[config.mk]
export PLATFORM = sky130hd
export DESIGN_NAME = aef_error_flags
export DESIGN_NICKNAME = d
export VERILOG_FILES = /design/src/aef_pkg.sv /design/src/aef_error_flags.sv
export SDC_FILE = /design/constraint.sdc
export NUM_CORES = 1
export LEC_CHECK = 0
export ABC_AREA = 1
export BUFFER_PORTS_ARGS = -buffer_cell sky130_fd_sc_hd__buf_2
export CAP_MARGIN = 15
export CORE_MARGIN = 8
export CORE_UTILIZATION = 52
export CTS_CLUSTER_DIAMETER = 50
export CTS_CLUSTER_SIZE = 28
export DETAILED_ROUTE_END_ITERATION = 8
export GPL_TIMING_DRIVEN = 0
export HOLD_SLACK_MARGIN = 0.02
export MAX_ROUTING_LAYER = met4
export PLACE_DENSITY_LB_ADDON = 0.1
export SLEW_MARGIN = 20
export SYNTH_ARGS = -nofsm -noshare
export SYNTH_HDL_FRONTEND = slang
export SYNTH_SLANG_ARGS = --single-unit
export TNS_END_PERCENT = 50
[constraint.sdc]
create_clock -name clock_in -period 1.3 [get_ports clock_in]
set_clock_uncertainty 0.05 [all_clocks]
set_input_delay 0.26 -clock clock_in [delete_from_list [all_inputs] [get_ports clock_in]]
set_output_delay 0.26 -clock clock_in [all_outputs]
set_load 0.01 [all_outputs]
[src/aef_pkg.sv]
package aef_pkg;
  // register map (byte offsets on the plain register port)
  localparam logic [4:0] AEF_ERR_IE_OFS = 5'h06; // error interrupt enable byte
  localparam logic [4:0] AEF_ERR_FLAG_OFS = 5'h08; // error flag byte
  localparam logic [4:0] AEF_CTRL_OFS = 5'h00; // control byte
  localparam logic [4:0] AEF_STAT_OFS = 5'h01; // status byte
  localparam int AEF_AW = 5;
  // error flag bit positions
  localparam int AEF_IA_BIT = 7;
  localparam int AEF_CMD_BIT = 6;
  localparam int AEF_EOL_BIT = 5;
  localparam int AEF_SEQUENCE_START_REQUEST_BIT = 3;
  localparam int AEF_RSTAR_BIT = 2;
  localparam int AEF_LOAD_OK_BIT = 1;
  // writable and implemented masks
  localparam logic [7:0] AEF_FLAG_W1C_MASK = 8'h06;
  localparam logic [7:0] AEF_FLAG_IMPL_MASK = 8'hEE;
  localparam logic [7:0] AEF_FLAG_HALT_MASK = 8'hE8;
  localparam logic [7:0] AEF_FLAG_RESET = 8'h00;
  localparam logic [7:0] AEF_IE_RESET = 8'h00;
  // control byte fields
  localparam int AEF_CTRL_EN_BIT = 7;
  localparam int AEF_CTRL_SR_BIT = 6;
  localparam int AEF_CTRL_TRIGMODE_BIT = 2;
  localparam int AEF_CTRL_DBUF_BIT = 1;
  localparam int AEF_CTRL_STRSEQA_BIT = 0;
  localparam logic [7:0] AEF_CTRL_RESET = 8'h00;
  localparam logic [7:0] AEF_CTRL_MASK = 8'h87;

  // hardware events from the conversion controller, one-cycle pulses except the abort_busy and load_ok levels
  typedef struct packed {
    logic store_illegal;    // result store hit an illegal access
    logic fetch_outside;    // command fetched outside ram or nvm
    logic cmd_reserved;     // loaded command has reserved bits
    logic fmt_reserved;     // reserved result format select
    logic list_no_end;      // list lacks an end-of-list command
    logic start_ev;         // start event from bus or internal interface
    logic restart_ev;       // restart request
    logic restart_loaded;   // restart finished loading first command
    logic seq_aborted;      // sequence aborted
    logic seq_done;         // sequence completed
    logic first_sampling;   // first command of sequence begins sampling
    logic eol_executed;     // end-of-list executed
    logic eol_about;        // end-of-list about to execute
    logic abort_req;        // sequence abort request
    logic abort_busy;       // sequence abort in progress (level)
    logic restart_overrun;  // restart request overrun scenario
    logic load_ok;          // load-ok bit state (level)
    logic stop_exit;        // stop mode exit
  } aef_events_t;

  // states of the sequence tracker
  typedef enum logic [2:0] {
    AEF_IDLE_INIT,   // enabled, no restart seen yet
    AEF_LOADING,     // restart loading first command
    AEF_READY,       // loaded, waiting for start
    AEF_STARTING,    // start accepted, first command pending sample
    AEF_RUNNING,     // sequence running
    AEF_ABORTED      // aborted, needs restart
  } aef_state_t;
endpackage : aef_pkg

[src/aef_error_flags.sv]
// Chosen here: the strobed register port.
`timescale 1ns/10ps
// Notes on behaviour
// - halting flags stop all conversion activity
// - soft reset clears the four halting flags
// - restart and load-ok flags clear by one
// - converter disabled holds all flags zero
// - writing zero keeps, writing one never sets
// - flag byte at 0x08, layout, reset zero
// - illegal store or outside fetch sets bit 7
// - reserved command or format sets bit 6
// - list without end-of-list sets bit 5
// - restart mode start errors set bit 3
// - trigger mode start before first restart
// - start before sequence completes is error
// - start during start processing is error
// - auto start colliding with request errors
// - restart before list end sets bit 2
// - restart overrun does not set bit 2
// - restart mode restart without load-ok sets bit 1
// - abort in progress or coincident suppresses bit 1
// - first restart or single buffer suppresses bit 1
// - flags request interrupt only when enabled
// - trigger mode restart sets start request
module aef_error_flags (
  input wire logic clock_in,             // module clock, 20 MHz
  input wire logic reset_n_in,           // async active-low reset
  input wire logic clk_en_in,            // freezes all state except the reset synchroniser when low
  input wire logic [aef_pkg::AEF_AW-1:0] addr_in, // register byte address
  input wire logic [7:0] wdata_in,       // register write data
  input wire logic wr_in,                // write strobe
  input wire logic rd_in,                // read strobe
  input wire aef_pkg::aef_events_t ev_in, // controller events
  output logic [7:0] rdata_out,          // read data, cycle after read
  output logic halt_out,                 // converter must cease operation
  output logic err_irq_out,              // converter error interrupt request
  output logic auto_start_out,           // automatic start request pulse
  output logic converter_enable_out,     // converter enable bit
  output logic trigger_mode_out          // 1 trigger mode, 0 restart mode
);
  import aef_pkg::*;

  // reset synchroniser
  logic rst_meta_reg;
  logic rst_sync_reg;
  always_ff @(posedge clock_in or negedge reset_n_in) begin
    if (!reset_n_in) begin
      rst_meta_reg <= 1'b0;
      rst_sync_reg <= 1'b0;
    end else begin
      rst_meta_reg <= 1'b1;
      rst_sync_reg <= rst_meta_reg;
    end
  end
  wire logic rst_n = rst_sync_reg; // released reset for the design

  // state registers
  logic [7:0] error_flag_reg;        // error flag byte
  logic [7:0] error_irq_enable_reg;  // error interrupt enable byte
  logic [7:0] ctrl_reg;              // enable, mode, buffer, abort select
  logic [7:0] rdata_reg;             // registered read data
  logic first_restart_reg;           // next restart is first after enable
  logic auto_start_reg;              // pending automatic start
  aef_state_t state_reg;
  aef_state_t state_next;

  // address decode
  function automatic logic hit(input logic [AEF_AW-1:0] a,
                               input logic [AEF_AW-1:0] ofs);
    hit = (a == ofs);
  endfunction : hit

  wire logic wr_flag = wr_in && hit(addr_in, AEF_ERR_FLAG_OFS);
  wire logic wr_ie = wr_in && hit(addr_in, AEF_ERR_IE_OFS);
  wire logic wr_ctrl = wr_in && hit(addr_in, AEF_CTRL_OFS);
  // soft reset is a self-clearing command bit
  wire logic soft_reset = wr_ctrl && wdata_in[AEF_CTRL_SR_BIT];
  wire logic conv_en = ctrl_reg[AEF_CTRL_EN_BIT];
  wire logic sequence_start_request_mode = ctrl_reg[AEF_CTRL_TRIGMODE_BIT];
  wire logic dbuf_mode = ctrl_reg[AEF_CTRL_DBUF_BIT];
  wire logic abort_at_list_end_select = ctrl_reg[AEF_CTRL_STRSEQA_BIT];

  // halted by any severe flag
  wire logic halted = |(error_flag_reg & AEF_FLAG_HALT_MASK);
  wire logic live = conv_en && !halted;

  // automatic start after a restart in trigger mode
  wire logic auto_start = auto_start_reg;

  // sequence start error detection
  wire logic start_any = ev_in.start_ev || auto_start;
  wire logic sequence_start_request_collide = sequence_start_request_mode && auto_start && ev_in.start_ev;
  wire logic sequence_start_request_rm_err = !sequence_start_request_mode && start_any &&
    (state_reg == AEF_ABORTED || state_reg == AEF_LOADING);
  wire logic sequence_start_request_tm_err = sequence_start_request_mode && ev_in.start_ev &&
    (state_reg == AEF_IDLE_INIT);
  wire logic sequence_start_request_busy_err = start_any &&
    (state_reg == AEF_RUNNING || state_reg == AEF_STARTING);
  wire logic set_sequence_start_request = live &&
    (sequence_start_request_collide || sequence_start_request_rm_err || sequence_start_request_tm_err || sequence_start_request_busy_err);

  // other severe errors
  wire logic set_ia = live &&
    (ev_in.store_illegal || ev_in.fetch_outside);
  wire logic set_cmd = live &&
    (ev_in.cmd_reserved || ev_in.fmt_reserved);
  wire logic set_eol = live && ev_in.list_no_end;

  // restart request error: restart while sequence still open
  wire logic list_closing = ev_in.eol_executed ||
    (abort_at_list_end_select && ev_in.eol_about) || ev_in.abort_req || ev_in.abort_busy;
  wire logic set_rstar = live && ev_in.restart_ev && !ev_in.restart_overrun &&
    (state_reg == AEF_RUNNING || state_reg == AEF_STARTING) &&
    !list_closing;

  // load-ok error, restart mode only
  wire logic set_load_ok = live && !sequence_start_request_mode && ev_in.restart_ev &&
    !ev_in.load_ok && !ev_in.abort_busy && !ev_in.abort_req &&
    !first_restart_reg && dbuf_mode;

  wire logic [7:0] set_vec = {set_ia, set_cmd, set_eol, 1'b0, set_sequence_start_request,
                              set_rstar, set_load_ok, 1'b0};
  // write one clears writable bits only; zeros keep, ones never set
  wire logic [7:0] clr_vec = wr_flag ? (wdata_in & AEF_FLAG_W1C_MASK)
                                     : 8'h00;
  wire logic [7:0] flag_next = conv_en
    ? (soft_reset ? AEF_FLAG_RESET
                  : ((error_flag_reg & ~clr_vec) | set_vec))
    : AEF_FLAG_RESET;

  // sequence tracker next state
  always_comb begin
    state_next = state_reg;
    case (state_reg)
      AEF_IDLE_INIT: begin
        if (ev_in.restart_ev) state_next = AEF_LOADING;
      end
      AEF_LOADING: begin
        if (ev_in.restart_loaded) state_next = AEF_READY;
      end
      AEF_READY: begin
        if (start_any) state_next = AEF_STARTING;
        else if (ev_in.seq_aborted) state_next = AEF_ABORTED;
      end
      AEF_STARTING: begin
        if (ev_in.first_sampling) state_next = AEF_RUNNING;
      end
      AEF_RUNNING: begin
        if (ev_in.seq_aborted) state_next = AEF_ABORTED;
        else if (ev_in.restart_ev) state_next = AEF_LOADING;
        else if (ev_in.seq_done) state_next = AEF_READY;
      end
      AEF_ABORTED: begin
        if (ev_in.restart_ev) state_next = AEF_LOADING;
      end
      default: begin
        state_next = AEF_IDLE_INIT;
      end
    endcase
  end

  // read mux
  wire logic [7:0] rd_mux =
    hit(addr_in, AEF_ERR_FLAG_OFS) ? (error_flag_reg & AEF_FLAG_IMPL_MASK) :
    hit(addr_in, AEF_ERR_IE_OFS) ? (error_irq_enable_reg & AEF_FLAG_IMPL_MASK) :
    hit(addr_in, AEF_CTRL_OFS) ? (ctrl_reg & AEF_CTRL_MASK) :
    hit(addr_in, AEF_STAT_OFS) ? {5'h00, 3'(state_reg)} : 8'h00;

  // flag, enable and control registers
  always_ff @(posedge clock_in or negedge rst_n) begin
    if (!rst_n) begin
      error_flag_reg <= AEF_FLAG_RESET;
      error_irq_enable_reg <= AEF_IE_RESET;
      ctrl_reg <= AEF_CTRL_RESET;
      rdata_reg <= 8'h00;
    end else if (clk_en_in) begin
      error_flag_reg <= flag_next;
      if (wr_ie) error_irq_enable_reg <= wdata_in & AEF_FLAG_IMPL_MASK;
      if (wr_ctrl) ctrl_reg <= wdata_in & AEF_CTRL_MASK;
      rdata_reg <= rd_in ? rd_mux : 8'h00;
    end
  end

  // tracker, first-restart marker and automatic start
  always_ff @(posedge clock_in or negedge rst_n) begin
    if (!rst_n) begin
      state_reg <= AEF_IDLE_INIT;
      first_restart_reg <= 1'b1;
      auto_start_reg <= 1'b0;
    end else if (clk_en_in) begin
      if (!conv_en || soft_reset || halted) begin
        // disable, soft reset or halt: back to initial state
        state_reg <= AEF_IDLE_INIT;
        first_restart_reg <= 1'b1;
        auto_start_reg <= 1'b0;
      end else begin
        state_reg <= state_next;
        if (ev_in.restart_ev || ev_in.stop_exit)
          first_restart_reg <= ev_in.stop_exit;
        auto_start_reg <= sequence_start_request_mode && ev_in.restart_ev;
      end
    end
  end

  // outputs
  assign rdata_out = rdata_reg;
  assign halt_out = halted || !conv_en;
  assign err_irq_out = |(error_flag_reg & error_irq_enable_reg);
  assign auto_start_out = auto_start_reg && live;
  assign converter_enable_out = conv_en;
  assign trigger_mode_out = sequence_start_request_mode;

  // checks: halt and enable
  halt_stops_a: assert property (
    @(posedge clock_in) disable iff (!rst_n)
    halted
    |-> halt_out)
    else $error("halt not driven by severe flag");
  disabled_halt_a: assert property (
    @(posedge clock_in) disable iff (!rst_n)
    !conv_en
    |-> halt_out)
    else $error("disabled converter not halted");
  nonhalt_flags_a: assert property (
    @(posedge clock_in) disable iff (!rst_n)
    conv_en && (error_flag_reg & AEF_FLAG_HALT_MASK) == 8'h00
    |-> !halt_out)
    else $error("mild flag halted converter");
  disabled_zero_a: assert property (
    @(posedge clock_in) disable iff (!rst_n)
    clk_en_in && !conv_en
    |=> error_flag_reg == 8'h00)
    else $error("flags not cleared while disabled");
  soft_reset_clr_a: assert property (
    @(posedge clock_in) disable iff (!rst_n)
    clk_en_in && soft_reset
    |=> error_flag_reg == 8'h00)
    else $error("soft reset did not clear flags");
  // checks: register layout and read port
  reserved_bits_a: assert property (
    @(posedge clock_in) disable iff (!rst_n)
    1'b1
    |-> error_flag_reg[4] == 1'b0 && error_flag_reg[0] == 1'b0)
    else $error("reserved flag bit set");
  rdata_idle_a: assert property (
    @(posedge clock_in) disable iff (!rst_n)
    clk_en_in && !rd_in
    |=> rdata_out == 8'h00)
    else $error("read data without read");
  flag_read_a: assert property (
    @(posedge clock_in) disable iff (!rst_n)
    clk_en_in && rd_in && addr_in == AEF_ERR_FLAG_OFS
    |=> rdata_out == $past(error_flag_reg))
    else $error("flag byte read wrong");
  frozen_flags_a: assert property (
    @(posedge clock_in) disable iff (!rst_n)
    !clk_en_in
    |=> $stable(error_flag_reg))
    else $error("flags moved with clock enable low");
  // checks: software writes
  w1c_clear_a: assert property (
    @(posedge clock_in) disable iff (!rst_n)
    clk_en_in && wr_flag && wdata_in[AEF_RSTAR_BIT] && !set_rstar
    |=> !error_flag_reg[AEF_RSTAR_BIT])
    else $error("restart error flag not cleared");
  load_ok_clear_a: assert property (
    @(posedge clock_in) disable iff (!rst_n)
    clk_en_in && wr_flag && wdata_in[AEF_LOAD_OK_BIT] && !set_load_ok
    |=> !error_flag_reg[AEF_LOAD_OK_BIT])
    else $error("load-ok error flag not cleared");
  write_no_set_a: assert property (
    @(posedge clock_in) disable iff (!rst_n)
    clk_en_in && wr_flag && set_vec == 8'h00
    |=> (error_flag_reg & ~$past(error_flag_reg)) == 8'h00)
    else $error("write set a flag");
  write_zero_keep_a: assert property (
    @(posedge clock_in) disable iff (!rst_n)
    clk_en_in && conv_en && !soft_reset && wr_flag &&
    !wdata_in[AEF_RSTAR_BIT] && error_flag_reg[AEF_RSTAR_BIT]
    |=> error_flag_reg[AEF_RSTAR_BIT])
    else $error("write of zero cleared a flag");
  // checks: severe flags stay until soft reset or disable
  severe_sticky_a: assert property (
    @(posedge clock_in) disable iff (!rst_n)
    clk_en_in && conv_en && !soft_reset && error_flag_reg[AEF_IA_BIT]
    |=> error_flag_reg[AEF_IA_BIT])
    else $error("illegal access flag lost");
  cmd_sticky_a: assert property (
    @(posedge clock_in) disable iff (!rst_n)
    clk_en_in && conv_en && !soft_reset && error_flag_reg[AEF_CMD_BIT]
    |=> error_flag_reg[AEF_CMD_BIT])
    else $error("bad command flag lost");
  eol_sticky_a: assert property (
    @(posedge clock_in) disable iff (!rst_n)
    clk_en_in && conv_en && !soft_reset && error_flag_reg[AEF_EOL_BIT]
    |=> error_flag_reg[AEF_EOL_BIT])
    else $error("missing list end flag lost");
  sequence_start_request_sticky_a: assert property (
    @(posedge clock_in) disable iff (!rst_n)
    clk_en_in && conv_en && !soft_reset && error_flag_reg[AEF_SEQUENCE_START_REQUEST_BIT]
    |=> error_flag_reg[AEF_SEQUENCE_START_REQUEST_BIT])
    else $error("sequence start flag lost");
  // checks: severe flag setting
  ia_set_a: assert property (
    @(posedge clock_in) disable iff (!rst_n)
    clk_en_in && live && !soft_reset && ev_in.store_illegal
    |=> error_flag_reg[AEF_IA_BIT])
    else $error("illegal access not flagged");
  fetch_set_a: assert property (
    @(posedge clock_in) disable iff (!rst_n)
    clk_en_in && live && !soft_reset && ev_in.fetch_outside
    |=> error_flag_reg[AEF_IA_BIT])
    else $error("outside fetch not flagged");
  cmd_set_a: assert property (
    @(posedge clock_in) disable iff (!rst_n)
    clk_en_in && live && !soft_reset && ev_in.cmd_reserved
    |=> error_flag_reg[AEF_CMD_BIT])
    else $error("bad command not flagged");
  fmt_set_a: assert property (
    @(posedge clock_in) disable iff (!rst_n)
    clk_en_in && live && !soft_reset && ev_in.fmt_reserved
    |=> error_flag_reg[AEF_CMD_BIT])
    else $error("bad format not flagged");
  eol_set_a: assert property (
    @(posedge clock_in) disable iff (!rst_n)
    clk_en_in && live && !soft_reset && ev_in.list_no_end
    |=> error_flag_reg[AEF_EOL_BIT])
    else $error("missing list end not flagged");
  // checks: sequence start errors
  rm_abort_a: assert property (
    @(posedge clock_in) disable iff (!rst_n)
    clk_en_in && live && !soft_reset && !sequence_start_request_mode && start_any &&
    state_reg == AEF_ABORTED
    |=> error_flag_reg[AEF_SEQUENCE_START_REQUEST_BIT])
    else $error("start after abort not flagged");
  tm_early_a: assert property (
    @(posedge clock_in) disable iff (!rst_n)
    clk_en_in && live && !soft_reset && sequence_start_request_mode && ev_in.start_ev &&
    state_reg == AEF_IDLE_INIT
    |=> error_flag_reg[AEF_SEQUENCE_START_REQUEST_BIT])
    else $error("start before first restart not flagged");
  run_start_a: assert property (
    @(posedge clock_in) disable iff (!rst_n)
    clk_en_in && live && !soft_reset && start_any &&
    state_reg == AEF_RUNNING
    |=> error_flag_reg[AEF_SEQUENCE_START_REQUEST_BIT])
    else $error("start while running not flagged");
  busy_start_a: assert property (
    @(posedge clock_in) disable iff (!rst_n)
    clk_en_in && live && !soft_reset && start_any &&
    state_reg == AEF_STARTING
    |=> error_flag_reg[AEF_SEQUENCE_START_REQUEST_BIT])
    else $error("start while starting not flagged");
  collide_sequence_start_request_a: assert property (
    @(posedge clock_in) disable iff (!rst_n)
    clk_en_in && live && !soft_reset && sequence_start_request_mode && auto_start &&
    ev_in.start_ev
    |=> error_flag_reg[AEF_SEQUENCE_START_REQUEST_BIT])
    else $error("start collision not flagged");
  // checks: restart request and load-ok errors
  rstar_set_a: assert property (
    @(posedge clock_in) disable iff (!rst_n)
    clk_en_in && !soft_reset && set_rstar
    |=> error_flag_reg[AEF_RSTAR_BIT])
    else $error("restart error not flagged");
  overrun_quiet_a: assert property (
    @(posedge clock_in) disable iff (!rst_n)
    ev_in.restart_overrun
    |-> !set_rstar)
    else $error("restart error on overrun");
  load_ok_set_a: assert property (
    @(posedge clock_in) disable iff (!rst_n)
    clk_en_in && !soft_reset && set_load_ok
    |=> error_flag_reg[AEF_LOAD_OK_BIT])
    else $error("load-ok error not flagged");
  load_ok_trigmode_a: assert property (
    @(posedge clock_in) disable iff (!rst_n)
    sequence_start_request_mode
    |-> !set_load_ok)
    else $error("load-ok error in trigger mode");
  load_ok_abort_a: assert property (
    @(posedge clock_in) disable iff (!rst_n)
    ev_in.abort_busy || ev_in.abort_req
    |-> !set_load_ok)
    else $error("load-ok error during abort");
  load_ok_single_a: assert property (
    @(posedge clock_in) disable iff (!rst_n)
    !dbuf_mode || first_restart_reg
    |-> !set_load_ok)
    else $error("load-ok error on first restart");
  // checks: interrupt and automatic start
  irq_gate_a: assert property (
    @(posedge clock_in) disable iff (!rst_n)
    error_irq_enable_reg == 8'h00
    |-> !err_irq_out)
    else $error("interrupt without enable");
  irq_raise_a: assert property (
    @(posedge clock_in) disable iff (!rst_n)
    error_flag_reg[AEF_IA_BIT] && error_irq_enable_reg[AEF_IA_BIT]
    |-> err_irq_out)
    else $error("enabled flag gave no interrupt");
  auto_start_a: assert property (
    @(posedge clock_in) disable iff (!rst_n)
    clk_en_in && live && !soft_reset && sequence_start_request_mode && ev_in.restart_ev
    |=> auto_start_reg)
    else $error("no automatic start after restart");
  no_auto_rm_a: assert property (
    @(posedge clock_in) disable iff (!rst_n)
    clk_en_in && !sequence_start_request_mode
    |=> !auto_start_reg)
    else $error("automatic start in restart mode");
endmodule : aef_error_flags

# After elaboration in Yosys (flattened, before gate mapping)
# Cells that the tools add are included.
dict set report word_totals {
  regBits 33
  input_bits 36
  out_inout_bits 13
  word_cells 111
}
dict set report classes {
  n_eq_ne 13
  mux 21
  bitwise_logic 4
  reduce_logical 64
}
# operator n
set ops {}
lappend ops {{$mux W8} 6}
lappend ops {{$mux W3} 11}
lappend ops {{$logic_and A1 B1 Y1} 30}
lappend ops {{$and A8 B8 Y8} 2}
lappend ops {{$logic_or A1 B1 Y1} 15}
lappend ops {{$pmux W3 S5} 1}
lappend ops {{$logic_not A1 Y1} 9}
lappend ops {{$not A3 Y8} 1}
lappend ops {{$or A8 B8 Y8} 1}
lappend ops {{$reduce_or A8 Y1} 1}
lappend ops {{$eq A3 B2 Y1 const B} 2}
lappend ops {{$eq A3 B3 Y1 const B} 2}
lappend ops {{$ne A3 B2 Y1 const B} 2}
lappend ops {{$reduce_and A2 Y1} 3}
lappend ops {{$reduce_and A6 Y1} 1}
lappend ops {{$eq A5 B1 Y1 const B} 1}
lappend ops {{$eq A5 B3 Y1 const B} 1}
lappend ops {{$eq A5 B4 Y1 const B} 1}
lappend ops {{$logic_not A5 Y1} 1}
lappend ops {{$ne A5 B4 Y1 const B} 1}
lappend ops {{$ne A4 B4 Y1 const B} 1}
lappend ops {{$reduce_or A4 Y1} 1}
lappend ops {{$eq A3 B1 Y1 const B} 1}
lappend ops {{$logic_not A3 Y1} 1}
lappend ops {{other kinds (4)} 6}

# Logic depth before layout (Yosys ltp)
# Gate-level depths: netlist of the first run.
dict set report logic_depth {
  depth_word 13
  ltp_mapped 11
  depth_no_buf 11
}

# Least setup slack after synthesis of the first run
# OpenSTA, ideal clock, no wires.
dict set report synth_timing {
  path_kind {register -> register}
  startpoint {register error_flag_reg[5]}
  endpoint {register state_reg[0]}
  setup_ps 65
  arrival_time_ps 1129
  t_required_ps 1185
  setup_slack_ps 56
  path_stages_with_launch 8
  n_path_buf 0
  synth_period_minus_slack_ps 1244
  path_cell_list {dfrtp_1 nor2_2 nand4_2 nor2_2 inv_1 nor2_1 nand3_1 nand2_1}
}
dict set report synth_between {
  elab_chain_cells 4
  word_cells_on_any_way 9
  cone_classes {5 x eq/ne; 1 x mux; 3 x reduce/logical}
}
# element line_no
set synth_rtl {}
lappend synth_rtl {{start, declared} aef_error_flags.sv:58} ;# logic [7:0] error_flag_reg;
lappend synth_rtl {{start signal, assigned} aef_error_flags.sv:177} ;# error_flag_reg <= flag_next;
lappend synth_rtl {{$reduce_or A4 Y1 *} aef_error_flags.sv:84} ;# wire logic halted = |(error_flag_reg & AEF_FLAG_HALT_MASK);
lappend synth_rtl {{$logic_or A1 B1 Y1 *} aef_error_flags.sv:191} ;# if (!conv_en || soft_reset || halted) begin
lappend synth_rtl {{$ne A5 B4 Y1 (no line), or another cell as far along} --}
lappend synth_rtl {{$reduce_and A6 Y1 (no line)} --}
lappend synth_rtl {{end signal, assigned} aef_error_flags.sv:197} ;# state_reg <= state_next;
lappend synth_rtl {{end, declared} aef_error_flags.sv:64} ;# aef_state_t state_reg;
# Mark *: on every way between the ends. The rest lies on a longest branch, timed or not.
# A chain may end at the register's enable or synchronous reset.

# Worst setup path in the final report of the first run
dict set report layout_timing {
  startpoint {register error_flag_reg[5]}
  endpoint {output port err_irq_out}
}
dict set report layout_between {
  elab_chain_cells 2
}
# element line_no
set layout_rtl {}
lappend layout_rtl {{$and A8 B8 Y8} aef_error_flags.sv:208} ;# assign err_irq_out = |(error_flag_reg & error_irq_enable_reg);
lappend layout_rtl {{$reduce_or A8 Y1} aef_error_flags.sv:208}
lappend layout_rtl {{end, declared} aef_error_flags.sv:36} ;# output logic err_irq_out,
# No other way between the ends.

==> results.md, run 1 <==
| Metric | This run |
| --- | --- |
| Syn nets | 281 |
| Summed instance area of the synthesized netlist | 0.00174 mm2 |
| Most frequently used flop master after synthesis | sky130_fd_sc_hd__dfrtp_1 |
| Antenna Cells | 0 |
| Data arrival at the endpoint of the critical path | 1.28 ns |
| DR vias | 1706 |
| Xor/xnor cell area share of the yosys netlist | 0% |
| Total core area | 0.00328 mm2 |
| Hold path startpoint | ev_in[0] |
| Number of enable-type register cells in the synthesized netlist | 0 |
| Starting density of the core | 53.1% |
| Result of the run | complete, but fails checks |
| Total global routing overflow | 0 |
| Register-to-Register Setup Slack | -0.20 ns |
| DP Worst Slack | -0.166 ns |
| Horizontal die dimension | 73.9 um |
| Layout cells sized above 1 | 32.1% |
| Depth of the CTS H-tree | 2 |
| Antenna Nets Post-Route | 0 |
| Post-synthesis instance total | 245 |
| Iteration-0 DRC count of the detailed router | 149 |
| Reg2Reg Depth | 9 |
| Final slew viol count | 0 |
| Synthesis warning total | 0 |
| Number of fill cells | 312 |
| 1st-pass router iterations | 4 |
| Final HPWL DP | 3420 um |
| Clock latency on the worst-skew pair | 0.34 ns |
| Number of buffers between clock root and the deepest sink | 2 |
| Critical register-to-register path endpoint | state_reg[0]$_DFFE_PN0P_ |
| Total negative slack for setup checks | -1.83 ns |
| Share of the clock period used by the worst path | 123% |
| Number of ports placed on the die boundary | 49 |
| Worst vdd ir | 617 uV |
| Type of the most critical hold path | input port to flip-flop |
| Maximum fanout along the worst path | 3 |
| Count of unique library cells instantiated by Yosys | 27 |
| Share of synthesized cell area in and, or, nand and nor gates | 32.4% |
| Nature of the critical path startpoint | flip-flop |
| Worst hold path depth | 3 |
| Share of synthesized flip-flops with an asynchronous set or reset | 100% |
| Final core utilization | 68.0% |
| Total power of the final layout | 2.20 mW |
| Die area | 0.00546 mm2 |
| Nature of the critical path endpoint | primary output |
| Initial antenna violation count | 0 |
| Drt via density | 4.86 |
| Average wire per standard cell | 12.5 um |
| Vias in the first global route | 1589 |
| Timing-limited maximum frequency | 627 MHz |
| Worst-margin pin slew | 0.591 ns |
| Worst R2R Start | error_flag_reg[5]$_DFFE_PN0P_ |
| Launching element of the worst setup path | error_flag_reg[5]$_DFFE_PN0P_ |
| Synthesized area per cell | 7.12 um2 |
| Highest-count cells in the layout ignoring fill and taps | sky130_fd_sc_hd__nand2_1 (57), sky130_fd_sc_hd__buf_2 (44), sky130_fd_sc_hd__inv_1 (33) |
| Flip-flop count of the largest register after layout | 7 |
| Number of I/O port buffers | 46 |
| Drc violations | 0 |
| Summed area of non-filler cells in the final layout | 0.00223 mm2 |
| Compound-gate portion of the synthesized area | 13.6% |
| Unrepaired setup endpoints after global routing | yes |
| Category of the critical setup timing path | flip-flop to primary output |
| Total cell area at the placement stage | 0.00203 mm2 |
| Clock tree from TritonCTS | built |
| Wirelength, routed | 4380 um |
| Multiplexer share of the synthesized area | 0% |
| First-pass GRT wire length | 7310 um |
| Pleak | 1.19 nW |
| Register area share after synthesis | 43.1% |
| Root Buffer Master | sky130_fd_sc_hd__clkbuf_4 |
| Final weighted congestion of routability-driven global placement | 0.902 |
| Data required, critical path | 0.99 ns |
| Non-filler instance count after layout | 351 |
| WHS Endpoint | first_restart_reg$_DFFE_PN1P_ |
| Max-slew headroom at the worst pin | 60.6% |
| Post-synthesis share of cell area spent on full adders, half adders and majority gates | 0% |
| Die Span Y | 73.9 um |
| Total of max-cap violations | 0 |
| Shortest period the worst path allows | 1.59 ns |
| Final Net Count | 340 |
| Leading cell type in the layout, fill and taps excluded | sky130_fd_sc_hd__nand2_1 |
| Number of clock sinks seen by CTS | 30 |
| Worst Hold Slack | 0.100 ns |
| Final hold viol count | 0 |
| # rows | 21 |
| Placed Instances | 337 |
| Number of failing setup endpoints in the final timing report | 10 |
| Main combinational cell family by area after synthesis | simple AND/OR/NAND/NOR gates |
| Least setup slack across all paths after layout | -0.294 ns |
| Pin count of the biggest net entering global routing | 29 |
| Combined global-route utilization of all metal layers | 17.9% |
| Total power density per cell area | 988 mW/mm2 |
| Clock buffer count from CTS | 5 |
| Layout-stage area growth over the synthesis result | 28.0% |
| Number of synthesized register bits | 30 |
| CTS clk-pin slew, worst paths | 0.10 ns |
| Failing checks | setup timing |
==> power by group <==
part | total [mW] | switching [mW] | internal (mW)
logic | 0.512 | 0.290 | 0.223
clock network | 0.602 | 0.342 | 0.259
registers | 1.09 | 0.0850 | 1.01
total | 2.20 | 0.717 | 1.49
==> layer usage <==
metal	global-route usage (%)	up-vias	wire length (um)
met5	-	-	0
met4	5.32	0	37
met3	4.77	4	244
met2	26.5	41	2010
met1	23.2	762	2080
li1	-	899	-
==> synth_stat cells, drive strengths merged, types with 2 or more instances <==
cell type,count,area (um2)
nor2,35,139
conb,2,7.51
nand4,4,37.5
o22ai,4,25.0
buf,4,37.5
nand2,63,246
dfrtp,29,726
a21oi,7,35.0
nor3,2,10.0
inv,38,143
o211ai,2,15.0
o21ai,29,145
nand3,17,85.1
==> cell families after synthesis <==
logic type / after synthesis
other: 2
and+or+nand+nor: 126
buffers and inverters: 43
AOI/OAI and AO/OA: 44
DFF: 30
==> layout make-up <==
class	count	area (um2)	share of cell area (%)
Buffer	5	41.3	1.85
Clock buffer	6	51.3	2.30
Clock inverter	2	12.5	0.561
Inverter	38	145	6.50
Multi-Input combinational cell	172	870	39.0
Sequential cell	30	761	34.1
Tap cell	46	57.6	2.58
Timing Repair Buffer	52	294	13.2
==> how the worst max path moves through the flow <==
stage | endpoint | slack [ns] | cells after the start
3_5_place_dp | error_flag_reg[3]$_DFFE_PN0P_ | -0.17 | 8
6_report | err_irq_out | -0.29 | 5
2_1_floorplan | state_reg[0]$_DFFE_PN0P_ | 0.06 | 7
5_1_grt | err_irq_out | -0.37 | 5
4_1_cts | auto_start_out | -0.30 | 4
3_3_place_gp | error_flag_reg[3]$_DFFE_PN0P_ | -0.16 | 8
==> critical path: stages, from the launching register on <==
cell and delay [ns]:
sky130_fd_sc_hd__dfrtp_2 0.45, sky130_fd_sc_hd__inv_2 0.07, sky130_fd_sc_hd__o22ai_2 0.08, sky130_fd_sc_hd__a21oi_1 0.12
sky130_fd_sc_hd__nand2_1 0.08, sky130_fd_sc_hd__buf_2 0.14
==> timing repair <==
action / in CTS / in global routing
endpoints found under the hold margin: 2 / 0
hold buffers: 1 / 0
setup buffers: 1 / 4
gates cloned: 0 / 0
resized for setup: 21 / 14
endpoints found under the setup margin: 11 / 15
pin swaps: 3 / 8
(Power assumes the default switching activity.)
==> inputs of run 2 (changes only) <==
CORE_UTILIZATION = 47   (was 52)
PLACE_DENSITY_LB_ADDON = 0.05   (was 0.1)
SETUP_SLACK_MARGIN = 0.1   (was not set)
clock period = 1.38 ns   (was 1.3 ns; I/O delays follow)
==> run 2 against run 1 <==
Against the previous run: the run still ends with setup timing left; register-to-register slack gained 0.15 ns; die area rose by 8.3%; first-iteration DRC count decreased by 10%; cell count grew 1.1%; non-clock buffer count rose by 2; worst setup slack improved by 0.11 ns; combinational power down 8.8%; sequential share of layout area shrank 0.23 points; clock power rose by 25%; largest cell class unchanged; largest power group unchanged.
==> results.md, run 2 (synthesis gave the netlist of run 1 again) <==
| Metric | This run |
| --- | --- |
| Combined global-route utilization of all metal layers | 17.0% |
| Final Net Count | 342 |
| Nature of the critical path endpoint | primary output |
| Non-filler instance count after layout | 355 |
| Vias in the first global route | 1730 |
| Timing-limited maximum frequency | 641 MHz |
| Worst-margin pin slew | 0.620 ns |
| Antenna Cells | 0 |
| Initial antenna violation count | 0 |
| Max-slew headroom at the worst pin | 58.7% |
| Number of fill cells | 366 |
| Pleak | 1.21 nW |
| Final weighted congestion of routability-driven global placement | 0.889 |
| Highest-count cells in the layout ignoring fill and taps | sky130_fd_sc_hd__nand2_1 (59), sky130_fd_sc_hd__buf_2 (46), sky130_fd_sc_hd__inv_1 (32) |
| Unrepaired setup endpoints after global routing | yes |
| Worst vdd ir | 656 uV |
| Horizontal die dimension | 76.9 um |
| Summed area of non-filler cells in the final layout | 0.00224 mm2 |
| Number of clock sinks seen by CTS | 30 |
| Clock tree from TritonCTS | built |
| Number of failing setup endpoints in the final timing report | 8 |
| Leading cell type in the layout, fill and taps excluded | sky130_fd_sc_hd__nand2_1 |
| Total power density per cell area | 1000 mW/mm2 |
| Data arrival at the endpoint of the critical path | 1.23 ns |
| Placed Instances | 339 |
| Total of max-cap violations | 0 |
| Category of the critical setup timing path | flip-flop to primary output |
| CTS clk-pin slew, worst paths | 0.07 ns |
| Total negative slack for setup checks | -0.623 ns |
| Total cell area at the placement stage | 0.00204 mm2 |
| Clock buffer count from CTS | 5 |
| Starting density of the core | 48.4% |
| Antenna Nets Post-Route | 0 |
| Reg area | 757 um2 |
| Root Buffer Master | sky130_fd_sc_hd__clkbuf_8 |
| Least setup slack across all paths after layout | -0.181 ns |
| Worst Hold Slack | 0.158 ns |
| # rows | 22 |
| Depth of the CTS H-tree | 2 |
| Number of buffers between clock root and the deepest sink | 2 |
| Die Span Y | 76.9 um |
| Footprint of the multi-input gates | 843 um2 |
| Total core area | 0.00361 mm2 |
| Layout-stage area growth over the synthesis result | 28.2% |
| Average wire per standard cell | 13.3 um |
| Final hold viol count | 0 |
| Nature of the critical path startpoint | flip-flop |
| Flip-flop count of the largest register after layout | 7 |
| Number of ports placed on the die boundary | 49 |
| Share of the clock period used by the worst path | 113% |
| Clock latency on the worst-skew pair | 0.28 ns |
| Number of I/O port buffers | 46 |
| Type of the most critical hold path | input port to flip-flop |
| Final slew viol count | 0 |
| 1st-pass router iterations | 4 |
| Iteration-0 DRC count of the detailed router | 134 |
| Drt via density | 4.85 |
| DR vias | 1721 |
| Pin count of the biggest net entering global routing | 29 |
| Data required, critical path | 1.05 ns |
| Failing checks | setup timing |
| Shortest period the worst path allows | 1.56 ns |
| Wirelength, routed | 4710 um |
| First-pass GRT wire length | 8000 um |
| Final HPWL DP | 3520 um |
| Result of the run | complete, but fails checks |
| Total global routing overflow | 0 |
| Maximum fanout along the worst path | 3 |
| Die area | 0.00592 mm2 |
| Layout cells sized above 1 | 30.0% |
| Drc violations | 0 |
run 2: cell types whose count changed in the layout (fill, tap and decap cells not counted), sizes merged:
cell	previous run	this run
buf	55	57
run 2: what timing repair did:
item,in CTS,in global routing
endpoints found under the hold margin,2,0
gates resized for setup,13,10
hold buffers,1,0
endpoints found under the setup margin,12,19
pin swaps,4,5
buffers inserted,5,2
run 2: path summary, 6_finish.rpt:
check / startpoint / to / slack, ns / cells after the start
setup / recovery: error_flag_reg[6]$_DFFE_PN0P_ / err_irq_out / -0.18 / 5
hold / removal: ev_in[0] / first_restart_reg$_DFFE_PN1P_ / 0.16 / 3
setup reg to reg: error_flag_reg[5]$_DFFE_PN0P_ / state_reg[0]$_DFFE_PN0P_ / -0.05 / 8
hold reg to reg: rst_n$_DFF_PN0_ / ctrl_reg[0]$_DFFE_PN0P_ / 0.24 / 0
max in group asynchronous: rst_n$_DFF_PN0_ / error_flag_reg[5]$_DFFE_PN0P_ / 0.60 / 0
min in group asynchronous: rst_n$_DFF_PN0_ / ctrl_reg[0]$_DFFE_PN0P_ / 0.24 / 0
run 2: worst max-delay path, cell delays in order, from the launching register on:
cell and delay, ns:
sky130_fd_sc_hd__dfrtp_1 0.44, sky130_fd_sc_hd__inv_1 0.10, sky130_fd_sc_hd__o22ai_1 0.08, sky130_fd_sc_hd__a21oi_1 0.12
sky130_fd_sc_hd__nand2_1 0.08, sky130_fd_sc_hd__buf_2 0.14
run 2: cell type report:
cell class,instances,share of cell area (%)
Multi-Input combinational cell,172,37.7
Sequential cell,30,33.9
Timing Repair Buffer,54,13.3
Inverter,38,6.38
Clock buffer,6,3.69
Tap cell,48,2.69
Buffer,5,1.85
Clock inverter,2,0.560
run 2: power by group:
group	switching, mW	internal (mW)	leakage [nW]
clock network	0.350	0.400	0.0472
registers	0.0799	0.947	0.386
logic	0.268	0.199	0.775
total	0.697	1.55	1.21
run 2: routing by layer:
layer	vias to the layer above	global-route usage (%)	wire, um
met1	770	21.6	2310
met4	0	5.19	55
met2	46	25.6	2100
met5	-	-	0
li1	900	-	-
met3	5	4.55	245
run 2: through the flow:
step	setup slack [ns]	util [%]	power, mW
2_1_floorplan	0.136	-	1.26
3_3_place_gp	-0.0583	56.4	1.42
3_5_place_dp	-0.0900	56.5	1.42
4_1_cts	-0.191	61.2	2.23
5_1_grt	-0.237	62.0	2.37
6_report	-0.181	62.0	2.24
